**src/rtl/pgw_pkg.sv**
```systemverilog
// Constants and types of the planar graphics write/read datapath
package pgw_pkg;
   localparam int          PGW_PLANES      = 4;
   localparam int          PGW_BYTE_W      = 8;
   localparam int          PGW_BUS_W       = PGW_PLANES * PGW_BYTE_W;
   localparam int          PGW_IDX_W       = 4;
   localparam int          PGW_NREG        = 9;
   // I/O port addresses
   localparam logic [15:0] PGW_INDEX_PORT  = 16'h03CE;
   localparam logic [15:0] PGW_DATA_PORT   = 16'h03CF;
   // Register indices
   localparam logic [3:0]  PGW_IDX_FILL    = 4'h0;
   localparam logic [3:0]  PGW_IDX_FILL_EN = 4'h1;
   localparam logic [3:0]  PGW_IDX_CMP     = 4'h2;
   localparam logic [3:0]  PGW_IDX_ROT     = 4'h3;
   localparam logic [3:0]  PGW_IDX_RSEL    = 4'h4;
   localparam logic [3:0]  PGW_IDX_MODE    = 4'h5;
   localparam logic [3:0]  PGW_IDX_MODE2   = 4'h6;
   localparam logic [3:0]  PGW_IDX_DCARE   = 4'h7;
   localparam logic [3:0]  PGW_IDX_WMASK   = 4'h8;
   // Field positions
   localparam int          PGW_ROT_LSB     = 0;
   localparam int          PGW_ROT_W       = 3;
   localparam int          PGW_FUNC_LSB    = 3;
   localparam int          PGW_RSEL_LSB    = 0;
   localparam int          PGW_RSEL_NONE   = 2;
   localparam int          PGW_WM_LSB      = 0;
   localparam int          PGW_RDMODE_BIT  = 3;
   localparam int          PGW_SHFMT_BIT   = 5;
   // Values
   localparam logic [7:0]  PGW_REG_RESET   = 8'h00;
   localparam logic [7:0]  PGW_ONES        = 8'hFF;
   localparam logic [7:0]  PGW_ZEROS       = 8'h00;

   typedef enum logic [1:0] {
      PGW_FN_REPLACE = 2'h0,
      PGW_FN_AND     = 2'h1,
      PGW_FN_OR      = 2'h2,
      PGW_FN_XOR     = 2'h3
   } pgw_func_t;

   typedef enum logic [1:0] {
      PGW_WM_FILL    = 2'h0,
      PGW_WM_LATCH   = 2'h1,
      PGW_WM_EXPAND  = 2'h2,
      PGW_WM_ILLEGAL = 2'h3
   } pgw_wmode_t;
endpackage

```
**src/rtl/pgw_ser_if.sv**
```systemverilog
// Interface between datapath and serializer shift registers
`timescale 1ns/10ps
`default_nettype none
interface pgw_ser_if;
   import pgw_pkg::*;
   logic                 load;
   logic                 shift;
   logic                 format;
   logic [PGW_BUS_W-1:0] data;
   logic [PGW_PLANES-1:0] serial;
   modport ctrl (output load, output shift, output format, output data,
                 input serial);
   modport ser  (input load, input shift, input format, input data,
                 output serial);
endinterface
`default_nettype wire

```
**src/rtl/pgw_serializer.sv**
```systemverilog
// Four serializer shift registers with normal or even/odd format
`timescale 1ns/10ps
`default_nettype none
module pgw_serializer
   import pgw_pkg::*;
(
   input  wire logic sys_clk,
   input  wire logic reset,
   pgw_ser_if.ser    sif
);
   genvar p, k;
   generate
      for (p = 0; p < PGW_PLANES; p++) begin : g_lane
         logic [PGW_BYTE_W-1:0] sr;
         logic [PGW_BYTE_W-1:0] next_sr;
         logic [PGW_BYTE_W-1:0] fmt_val;
         localparam int BASE = (p / 2) * 2;
         localparam int PAR  = p % 2;
         // Even bits to even lanes, odd bits to odd lanes, pair of planes
         for (k = 0; k < PGW_PLANES; k++) begin : g_bit
            assign fmt_val[PGW_BYTE_W-1-k] =
               sif.data[BASE*PGW_BYTE_W + 6 + PAR - 2*k];
            assign fmt_val[PGW_PLANES-1-k] =
               sif.data[(BASE+1)*PGW_BYTE_W + 6 + PAR - 2*k];
         end
         always_comb begin
            next_sr = sr;
            if (sif.load) begin
               if (sif.format) begin
                  next_sr = fmt_val;
               end else begin
                  next_sr = sif.data[p*PGW_BYTE_W +: PGW_BYTE_W];
               end
            end else if (sif.shift) begin
               next_sr = {sr[PGW_BYTE_W-2:0], 1'b0};
            end
         end
         always_ff @(posedge sys_clk) begin
            if (reset) begin
               sr <= PGW_ZEROS;
            end else begin
               sr <= next_sr;
            end
         end
         assign sif.serial[p] = sr[PGW_BYTE_W-1];
      end
   endgenerate
endmodule
`default_nettype wire

```
**src/rtl/pgw_graphics_datapath.sv**
```systemverilog
// Graphics controller datapath: indexed registers, write ALU, read paths
//
// How it works
// - Four-bit index picks data-port register
// - Data registers are write only
// - Mode zero fills colour where data ones
// - Data bit n is pixel seven minus n
// - Fill-disabled plane takes rotated CPU data through function
// - Read-mode bit returns colour compare result
// - Compare bit set where four planes match
// - Don't-care planes excluded from comparison
// - Function field: replace, AND, OR, XOR
// - Logical ops combine latch with CPU data
// - Mode zero rotates CPU data right
// - Read-select field chooses returned plane
// - Read-select bit two set selects nothing
// - Normal format shifts planes MSB first
// - Even/odd format splits bits across registers
// - Plane-select register drives non-compare reads
// - Mode one writes latched read data
// - Mode two expands data bits to planes
// - Only write-enabled planes are modified
// - Write mask protects bits via read-before-write
`timescale 1ns/10ps
`default_nettype none
module pgw_graphics_datapath
   import pgw_pkg::*;
(
   input  wire logic                  sys_clk,
   input  wire logic                  reset,
   input  wire logic [15:0]           io_addr,
   input  wire logic                  io_wr,
   input  wire logic [7:0]            io_wdata,
   input  wire logic                  mem_rd_req,
   input  wire logic                  mem_wr_req,
   input  wire logic [7:0]            cpu_wdata,
   input  wire logic [PGW_BUS_W-1:0]  plane_rdata,
   input  wire logic [PGW_PLANES-1:0] plane_write_enable,
   input  wire logic                  ser_load,
   input  wire logic                  ser_shift,
   input  wire logic [PGW_BUS_W-1:0]  disp_data,
   output logic [7:0]                 cpu_rdata,
   output logic                       cpu_rdata_valid,
   output logic [PGW_BUS_W-1:0]       plane_wdata,
   output logic [PGW_PLANES-1:0]      plane_we,
   output logic [PGW_PLANES-1:0]      ser_out
);
   // Register file
   logic [PGW_IDX_W-1:0]  index_ptr;
   logic [PGW_IDX_W-1:0]  next_index_ptr;
   logic [7:0]            gc_reg      [PGW_NREG];
   logic [7:0]            next_gc_reg [PGW_NREG];
   logic                  idx_wr;
   logic                  data_wr;

   assign idx_wr  = io_wr && (io_addr == PGW_INDEX_PORT);
   assign data_wr = io_wr && (io_addr == PGW_DATA_PORT);

   // No read path exists for the register ports
   always_comb begin
      next_index_ptr = index_ptr;
      for (int i = 0; i < PGW_NREG; i++) begin
         next_gc_reg[i] = gc_reg[i];
      end
      if (idx_wr) begin
         next_index_ptr = io_wdata[PGW_IDX_W-1:0];
      end
      if (data_wr && (index_ptr <= PGW_IDX_WMASK)
          && (index_ptr != PGW_IDX_MODE2)) begin
         next_gc_reg[index_ptr] = io_wdata;
      end
   end

   always_ff @(posedge sys_clk) begin
      if (reset) begin
         index_ptr <= PGW_IDX_W'(PGW_REG_RESET);
         for (int i = 0; i < PGW_NREG; i++) begin
            gc_reg[i] <= PGW_REG_RESET;
         end
      end else begin
         index_ptr <= next_index_ptr;
         for (int i = 0; i < PGW_NREG; i++) begin
            gc_reg[i] <= next_gc_reg[i];
         end
      end
   end

   // Field decode
   logic [PGW_PLANES-1:0] fill_val;
   logic [PGW_PLANES-1:0] fill_en;
   logic [PGW_PLANES-1:0] cmp_col;
   logic [PGW_PLANES-1:0] dont_care;
   logic [PGW_ROT_W-1:0]  rot_cnt;
   pgw_func_t             func_sel;
   pgw_wmode_t            wmode;
   logic [2:0]            rsel;
   logic                  read_cmp;
   logic [7:0]            wmask;

   assign fill_val  = gc_reg[PGW_IDX_FILL][PGW_PLANES-1:0];
   assign fill_en   = gc_reg[PGW_IDX_FILL_EN][PGW_PLANES-1:0];
   assign cmp_col   = gc_reg[PGW_IDX_CMP][PGW_PLANES-1:0];
   assign dont_care = gc_reg[PGW_IDX_DCARE][PGW_PLANES-1:0];
   assign rot_cnt   = gc_reg[PGW_IDX_ROT][PGW_ROT_LSB +: PGW_ROT_W];
   assign func_sel  = pgw_func_t'(gc_reg[PGW_IDX_ROT][PGW_FUNC_LSB +: 2]);
   assign wmode     = pgw_wmode_t'(gc_reg[PGW_IDX_MODE][PGW_WM_LSB +: 2]);
   assign rsel      = gc_reg[PGW_IDX_RSEL][PGW_RSEL_LSB +: 3];
   assign read_cmp  = gc_reg[PGW_IDX_MODE][PGW_RDMODE_BIT];
   assign wmask     = gc_reg[PGW_IDX_WMASK];

   // Logical merge of source data with latched plane data
   function automatic logic [7:0] pgw_alu(input pgw_func_t fn,
                                          input logic [7:0] d,
                                          input logic [7:0] l);
      logic [7:0] r;
      r = d;
      case (fn)
         PGW_FN_REPLACE: r = d;
         PGW_FN_AND:     r = d & l;
         PGW_FN_OR:      r = d | l;
         PGW_FN_XOR:     r = d ^ l;
         default:        r = d;
      endcase
      return r;
   endfunction

   // Plane latches, reloaded on each CPU memory read (mem_rd_req)
   logic [PGW_BUS_W-1:0] latch;
   logic [PGW_BUS_W-1:0] next_latch;
   logic                 do_write;

   // A read and a write in the same cycle: the read is served
   assign do_write = mem_wr_req && !mem_rd_req;

   // End-around rotate right, low bits wrap into high bits
   logic [15:0] rot_wide;
   logic [7:0]  rot_data;
   assign rot_wide = {cpu_wdata, cpu_wdata} >> rot_cnt;
   assign rot_data = rot_wide[7:0];

   // Per-plane write data with mask protection
   logic [PGW_BUS_W-1:0]  merged;
   logic [PGW_BUS_W-1:0]  next_plane_wdata;
   logic [PGW_PLANES-1:0] next_plane_we;
   logic [PGW_PLANES-1:0] pix     [PGW_BYTE_W];
   logic [7:0]            cmp_hit;

   genvar p, b;
   generate
      for (p = 0; p < PGW_PLANES; p++) begin : g_plane
         logic [7:0] lat;
         logic [7:0] old;
         logic [7:0] val;
         logic [7:0] bmask;
         logic [7:0] keep;
         assign lat = latch[p*PGW_BYTE_W +: PGW_BYTE_W];
         assign old = plane_rdata[p*PGW_BYTE_W +: PGW_BYTE_W];
         always_comb begin
            val   = old;
            bmask = PGW_ZEROS;
            case (wmode)
               PGW_WM_FILL: begin
                  if (fill_en[p]) begin
                     val   = {PGW_BYTE_W{fill_val[p]}};
                     bmask = rot_data;
                  end else begin
                     val   = pgw_alu(func_sel, rot_data, lat);
                     bmask = PGW_ONES;
                  end
               end
               PGW_WM_LATCH: begin
                  val   = lat;
                  bmask = PGW_ONES;
               end
               PGW_WM_EXPAND: begin
                  val   = pgw_alu(func_sel,
                                  {PGW_BYTE_W{cpu_wdata[p]}}, lat);
                  bmask = PGW_ONES;
               end
               // Illegal mode writes nothing new
               default: begin
                  val   = old;
                  bmask = PGW_ZEROS;
               end
            endcase
         end
         // Protected bits are taken back from the read-before-write data
         assign keep = ~(bmask & wmask);
         assign merged[p*PGW_BYTE_W +: PGW_BYTE_W] =
            (val & ~keep) | (old & keep);
      end

      // Colour compare, one result bit per pixel
      for (b = 0; b < PGW_BYTE_W; b++) begin : g_pix
         for (p = 0; p < PGW_PLANES; p++) begin : g_pl
            assign pix[b][p] = plane_rdata[p*PGW_BYTE_W + b];
         end
         assign cmp_hit[b] = &((pix[b] ~^ cmp_col) | dont_care);
      end
   endgenerate

   // Read return
   logic [7:0] sel_byte;
   logic [7:0] next_cpu_rdata;
   logic       next_cpu_rdata_valid;

   always_comb begin
      sel_byte = PGW_ZEROS;
      if (!rsel[PGW_RSEL_NONE]) begin
         sel_byte = plane_rdata[rsel[1:0]*PGW_BYTE_W +: PGW_BYTE_W];
      end
   end

   always_comb begin
      next_latch           = latch;
      next_cpu_rdata       = cpu_rdata;
      next_cpu_rdata_valid = mem_rd_req;
      next_plane_wdata     = plane_wdata;
      next_plane_we        = '0;
      if (mem_rd_req) begin
         next_latch = plane_rdata;
         if (read_cmp) begin
            next_cpu_rdata = cmp_hit;
         end else begin
            next_cpu_rdata = sel_byte;
         end
      end
      if (do_write) begin
         next_plane_wdata = merged;
         next_plane_we    = plane_write_enable;
      end
   end

   always_ff @(posedge sys_clk) begin
      if (reset) begin
         latch           <= '0;
         cpu_rdata       <= PGW_ZEROS;
         cpu_rdata_valid <= 1'b0;
         plane_wdata     <= '0;
         plane_we        <= '0;
      end else begin
         latch           <= next_latch;
         cpu_rdata       <= next_cpu_rdata;
         cpu_rdata_valid <= next_cpu_rdata_valid;
         plane_wdata     <= next_plane_wdata;
         plane_we        <= next_plane_we;
      end
   end

   // Serializer
   pgw_ser_if sif ();
   assign sif.load   = ser_load;
   assign sif.shift  = ser_shift;
   assign sif.format = gc_reg[PGW_IDX_MODE][PGW_SHFMT_BIT];
   assign sif.data   = disp_data;
   assign ser_out    = sif.serial;

   pgw_serializer u_ser (
      .sys_clk (sys_clk),
      .reset   (reset),
      .sif     (sif.ser)
   );
endmodule
`default_nettype wire

```
**config.mk**
```make
export PLATFORM = sky130hd
export DESIGN_NAME = pgw_graphics_datapath
export DESIGN_NICKNAME = d
export VERILOG_FILES = /design/src/rtl/pgw_pkg.sv /design/src/rtl/pgw_ser_if.sv /design/src/rtl/pgw_serializer.sv /design/src/rtl/pgw_graphics_datapath.sv
export SDC_FILE = /design/constraint.sdc
export NUM_CORES = 1
export LEC_CHECK = 0
export BUFFER_PORTS_ARGS = -buffer_cell sky130_fd_sc_hd__buf_2
export CAP_MARGIN = 0
export CORE_ASPECT_RATIO = 1.2
export CORE_MARGIN = 4
export CORE_UTILIZATION = 40
export DETAILED_ROUTE_END_ITERATION = 16
export SKIP_CTS_REPAIR_TIMING = 1
export SYNTH_ARGS = -nofsm -noshare
export SYNTH_HDL_FRONTEND = slang
export SYNTH_HIERARCHICAL = 1
export SYNTH_SLANG_ARGS = --single-unit
```
**constraint.sdc**
```tcl
create_clock -name sys_clk -period 3.3 [get_ports sys_clk]
set_clock_uncertainty 0.2 [all_clocks]
set_input_delay 0.165 -clock sys_clk [delete_from_list [all_inputs] [get_ports sys_clk]]
set_output_delay 0.165 -clock sys_clk [all_outputs]
set_load 0.1 [all_outputs]
```
======== Word-level counts from Yosys, hierarchy flattened ========
Memories as Yosys holds them, arrays and structs flattened.
Cells that the tools add are included.
word-level totals
  logic and storage cells ................. 173
  bits in writable memories ............... 72
  latch bits .............................. 0
  memory bits (read-only) ................. 0
  output and inout port bits .............. 49
  flip-flop bits (word level) ............. 113
  input port bits ......................... 107
  memories kept ........................... 1
operators by class
  multipliers ............................. 0
  bitwise operators ....................... 75
  $lt $le $gt $ge ......................... 3
  mux-type cells .......................... 54
  eq/ne operators ......................... 8
  add/subtract/negate cells ............... 0
  divide/modulo/power cells ............... 0
  reduce and logical (&&, ||, !) cells .... 20
  shift-type cells ........................ 2
memories
  memory  words  width  read ports  clocked after memory_dff  wr ports  line                         text
  gc_reg  9      8      9           0                         9         pgw_graphics_datapath.sv:51  logic [7:0] gc_reg [PGW_NREG];
operators with widths
  cell                  count
  $mux 8                32
  $pmux 8 s4            8
  $and 8x8->8           20
  $or 8x8->8            12
  $pmux 8 s3            4
  $bwmux 72             1
  $mux 72               1
  $not 8->8             8
  $pmux 8 s2            4
  $xor 8x8->8           8
  $demux 8 s4           1
  $eq 16x10->1 const B  2
  $or 4x4->4            8
  $reduce_and 4->1      8
  $shiftx 32x6->8       1
  $xnor 4x4->4          8
  $shr 16x3->8          1
  $or 1x1->1            9
  $eq 2x2->1 const B    3
  $logic_and 1x1->1     6
  $ge 5x5->1 const B    1
  $lt 5x1->1 const B    1
  $not 4->5             1
  $eq 2x1->1 const B    2
  8 further kinds       12

======== Longest topological paths before layout ========
  word-level depth ........................ 8
  mapped depth ............................ 11
  gate-level depth less buffers ........... 9

======== Modules after synthesis ========
The synthesis kept the hierarchy.
by module, submodules not included
  module                 area an instance (µm²)  cells each  sequential area each (µm²)  times used
  pgw_graphics_datapath  10065.9                 1109        2342.2                      1
  pgw_serializer         1764.2                  149         640.6                       1

======== Worst setup path after synthesis ========
Ideal clock, no wire load.
  kind .................................... register -> register
  from .................................... memory gc_reg[3][1], in the netlist gc_reg[0][25]
  to ...................................... register plane_wdata[25]
  arrival time ............................ 2470 ps
  data required time ...................... 2997 ps
  stages on the path, launching flop included .. 11
  setup slack ............................. 527 ps
  buffers on the path ..................... 2
  clock period less this slack ............ 2773 ps
  library setup time ...................... 103 ps
  cells stage by stage .................... dfxtp_1 buf_6 mux2_1 mux4_2 buf_2 inv_2 ha_1 mux2i_1 a22oi_1 o221ai_1 a2111oi_2
RTL lines
  item                  line                          text
  from (decl)           pgw_graphics_datapath.sv:51
  to (signal assigned)  pgw_graphics_datapath.sv:245  plane_wdata <= next_plane_wdata;
  to (decl)             pgw_graphics_datapath.sv:44   output logic [PGW_BUS_W-1:0] plane_wdata,

==> results_dict.tcl <==
set metrics [dict create \
    worstReg2RegEnd "plane_wdata[4]" \
    insertion_delay_ps 430 \
    finalHoldViolations 1 \
    mostFrequentLayoutCell "mux2i_1" \
    synth_fp_nets 1497 \
    arrival_ps 3090 \
    synth_edf_count 0 \
    r2r_cells 7 \
    cap_viol_max_count 0 \
    numPlacedInstances 1719 \
    final-max-slew-violation-count 0 \
    fp.dieH_um 196.4 \
    swShare 0.3233 \
    p_per_area_nw_per_um2 349.3 \
    syn_area_um2 11830 \
    setup_tns_ps 0 \
    slew_headroom 0.2385 \
    fin_util 0.4970 \
    path_cells "inv_1, ha_1, o21ba_1, and2_1, nand2_1, a2111oi_0, a2111oi_2" \
    r2r-start "gc_reg[0][40]" \
    violations "hold timing" \
    slowest_stage "a2111oi_0" \
    pre_cts_slack_ps 299.1 \
    setup_violations 0 \
    num_vias 11020 \
    cts_buffer_depth 2 \
    worst_ir_drop_vdd_uv 270.3 \
    drt_wl_total_um 41690 \
    drt_iter0_drc 979 \
    via_per_inst 5.977 \
    worstSetupStartpoint "gc_reg[0][40]" \
    rsz0062_at_grt "false" \
    most-common-layout-cells "mux2i_1, buf_2, dfxtp_1" \
    gp_congestion 0.9039 \
    insertedDiodeCount 0 \
    clkTransAtPathRegs_ps 60 \
    worst_slack_ps 291.3 \
    critPathKind "flop to flop" \
    sequentialPowerShare 0.389 \
    synth.avg_cell_area_um2 9.404 \
    largest_reg_flops 36 \
    synth-async-reset-ratio 0 \
    die_area_um2 32400 \
    final_cells 1844 \
    grt_pass1_wl_um 62520 \
    path_delay_family "compound AO/OA/AOI/OAI gates" \
    ys_types 58 \
    clockRootBuffer "clkbuf_16" \
    start_util 0.4090 \
    cts_sinks 149 \
    drt-pass1-iter-count 5 \
    htree_levels 4 \
    leakagePower_nw 5.595 \
    p_sw_mw 1.623 \
    drc 0 \
    portBuffers 155 \
    p_int_mw 3.398 \
    holdCritPathClass "input port to flop" \
    path_max_fanout 8 \
    cts_tree "done" \
    n_fill_cell 2747 \
    clockPowerShare 0.393 \
    tightest_slew_ps 1142 \
    period_share 0.9117 \
    ys.flop_type "dfxtp_1" \
    avgRoutedWirePerCell_um 22.61 \
    share_comb_of_total_power 0.219 \
    cpPeakStageDelay_ps 710 \
    max_freq_mhz 332.4 \
    ant_nets 0 \
    end_kind "flop" \
    place_area_um2 12860 \
    endpoint "plane_wdata[4]" \
    hp-start "plane_rdata[2]" \
    cp_num_buf_inv 1 \
    drive_gt1_frac 0.2152 \
    cp.required_ps 3380 \
    r2r_setup_slack_ps 290 \
    holdWs_ps -24.01 \
    ys_seq_area_frac 0.2521 \
    antenna_found_initial 1 \
    period_needed_ps 3009 \
    postLayoutCellArea_um2 14380 \
    hpwl_um 29230 \
    coreArea_um2 28930 \
    ys_seq_elements 149 \
    status "finished with violations" \
    cts_buffers 17 \
    grt_pass1_vias 10340 \
    fp.dieW_um 165.0 \
    overflow 0 \
    io_pins 156 \
    final_nets 1686 \
    netlist_instances 1258 \
    grt.total_usage 0.2485 \
    power_mw 5.021 \
    area_growth_syn_to_layout_pct 21.53 \
    crit_cells 7 \
    ys_warn_count 6 \
    setup.worst_path.start_class "flop" \
    row_count 68 \
    grt_max_degree 57 \
]
## worst min-delay path by stage
stage | end | slack, ps | cells after the start
6_report | plane_wdata[2] | -20 | 3
5_1_grt | plane_wdata[2] | 6 | 3
4_1_cts | gc_reg[0][71] | -240 | 3
3_5_place_dp | gc_reg[0][71] | 230 | 3
3_3_place_gp | gc_reg[0][71] | 210 | 3
2_1_floorplan | u_ser/g_lane[0].sr[0] | 40 | 1
## Yosys cell counts, types with 25 or more instances
cell	count	area share
mux2i_1	201	0.17
dfxtp_1	149	0.25
ha_1	132	0.14
nor2_1	117	0.037
clkbuf_1	69	0.022
inv_1	44	0.014
a22oi_1	40	0.025
nand2_1	38	0.012
a21oi_1	36	0.015
a221oi_1	32	0.024
nor3_1	32	0.014
xnor2_1	32	0.024
a211oi_1	28	0.018
o221ai_1	25	0.019
## routing by layer
metal  part of all wire  track usage  up-vias
met5                  0            0        -
met4              0.032      0.08690        0
met3              0.086      0.06170       78
met2               0.46       0.3935      503
met1               0.42       0.3297     5320
li1                   -            -     5121
## worst register-to-register path, delay by kind of cell (launching register included)
kind	cells	cell delay, ps
AND/OR/NAND/NOR	2	700
buffers and inverters	1	90
flip-flops	1	400
adder cells (fa/ha/maj)	1	420
AO/OA/AOI/OAI	3	1040
## area by class of cell
type,instances,area (um^2),area share
Sequential cell,149,2990,0.2080
Clock buffer,20,446.7,0.03107
Timing Repair Buffer,286,2047,0.1424
Tap cell,385,481.7,0.03350
Multi-Input combinational cell,942,8094,0.5630
Inverter,51,191.4,0.01331
Clock inverter,11,126.4,0.008789
## power groups by stage
stage	Sequential (mW)	Clock (mW)	Combinational [mW]
floorplan	2.22	0	0.476
global placement	1.99	0	0.980
detailed placement	1.99	0	1.00
CTS	1.95	2.02	1.00
global route	1.96	2.08	1.18
finish	1.95	1.97	1.10
## kinds of logic (layout without fill, tap and decap cells)
| logic type | after synthesis | in the layout | share of synthesized area |
|---|---|---|---|
| AND/OR/NAND/NOR | 241 | 241 | 0.09730 |
| flip-flops | 149 | 149 | 0.2521 |
| XOR/XNOR | 32 | 32 | 0.02369 |
| buffers and inverters | 167 | 368 | 0.06494 |
| adder cells (fa/ha/maj) | 132 | 132 | 0.1396 |
| AO/OA/AOI/OAI | 317 | 317 | 0.2225 |
| multiplexers | 220 | 220 | 0.1998 |
Power figures use the tool's default switching activity.
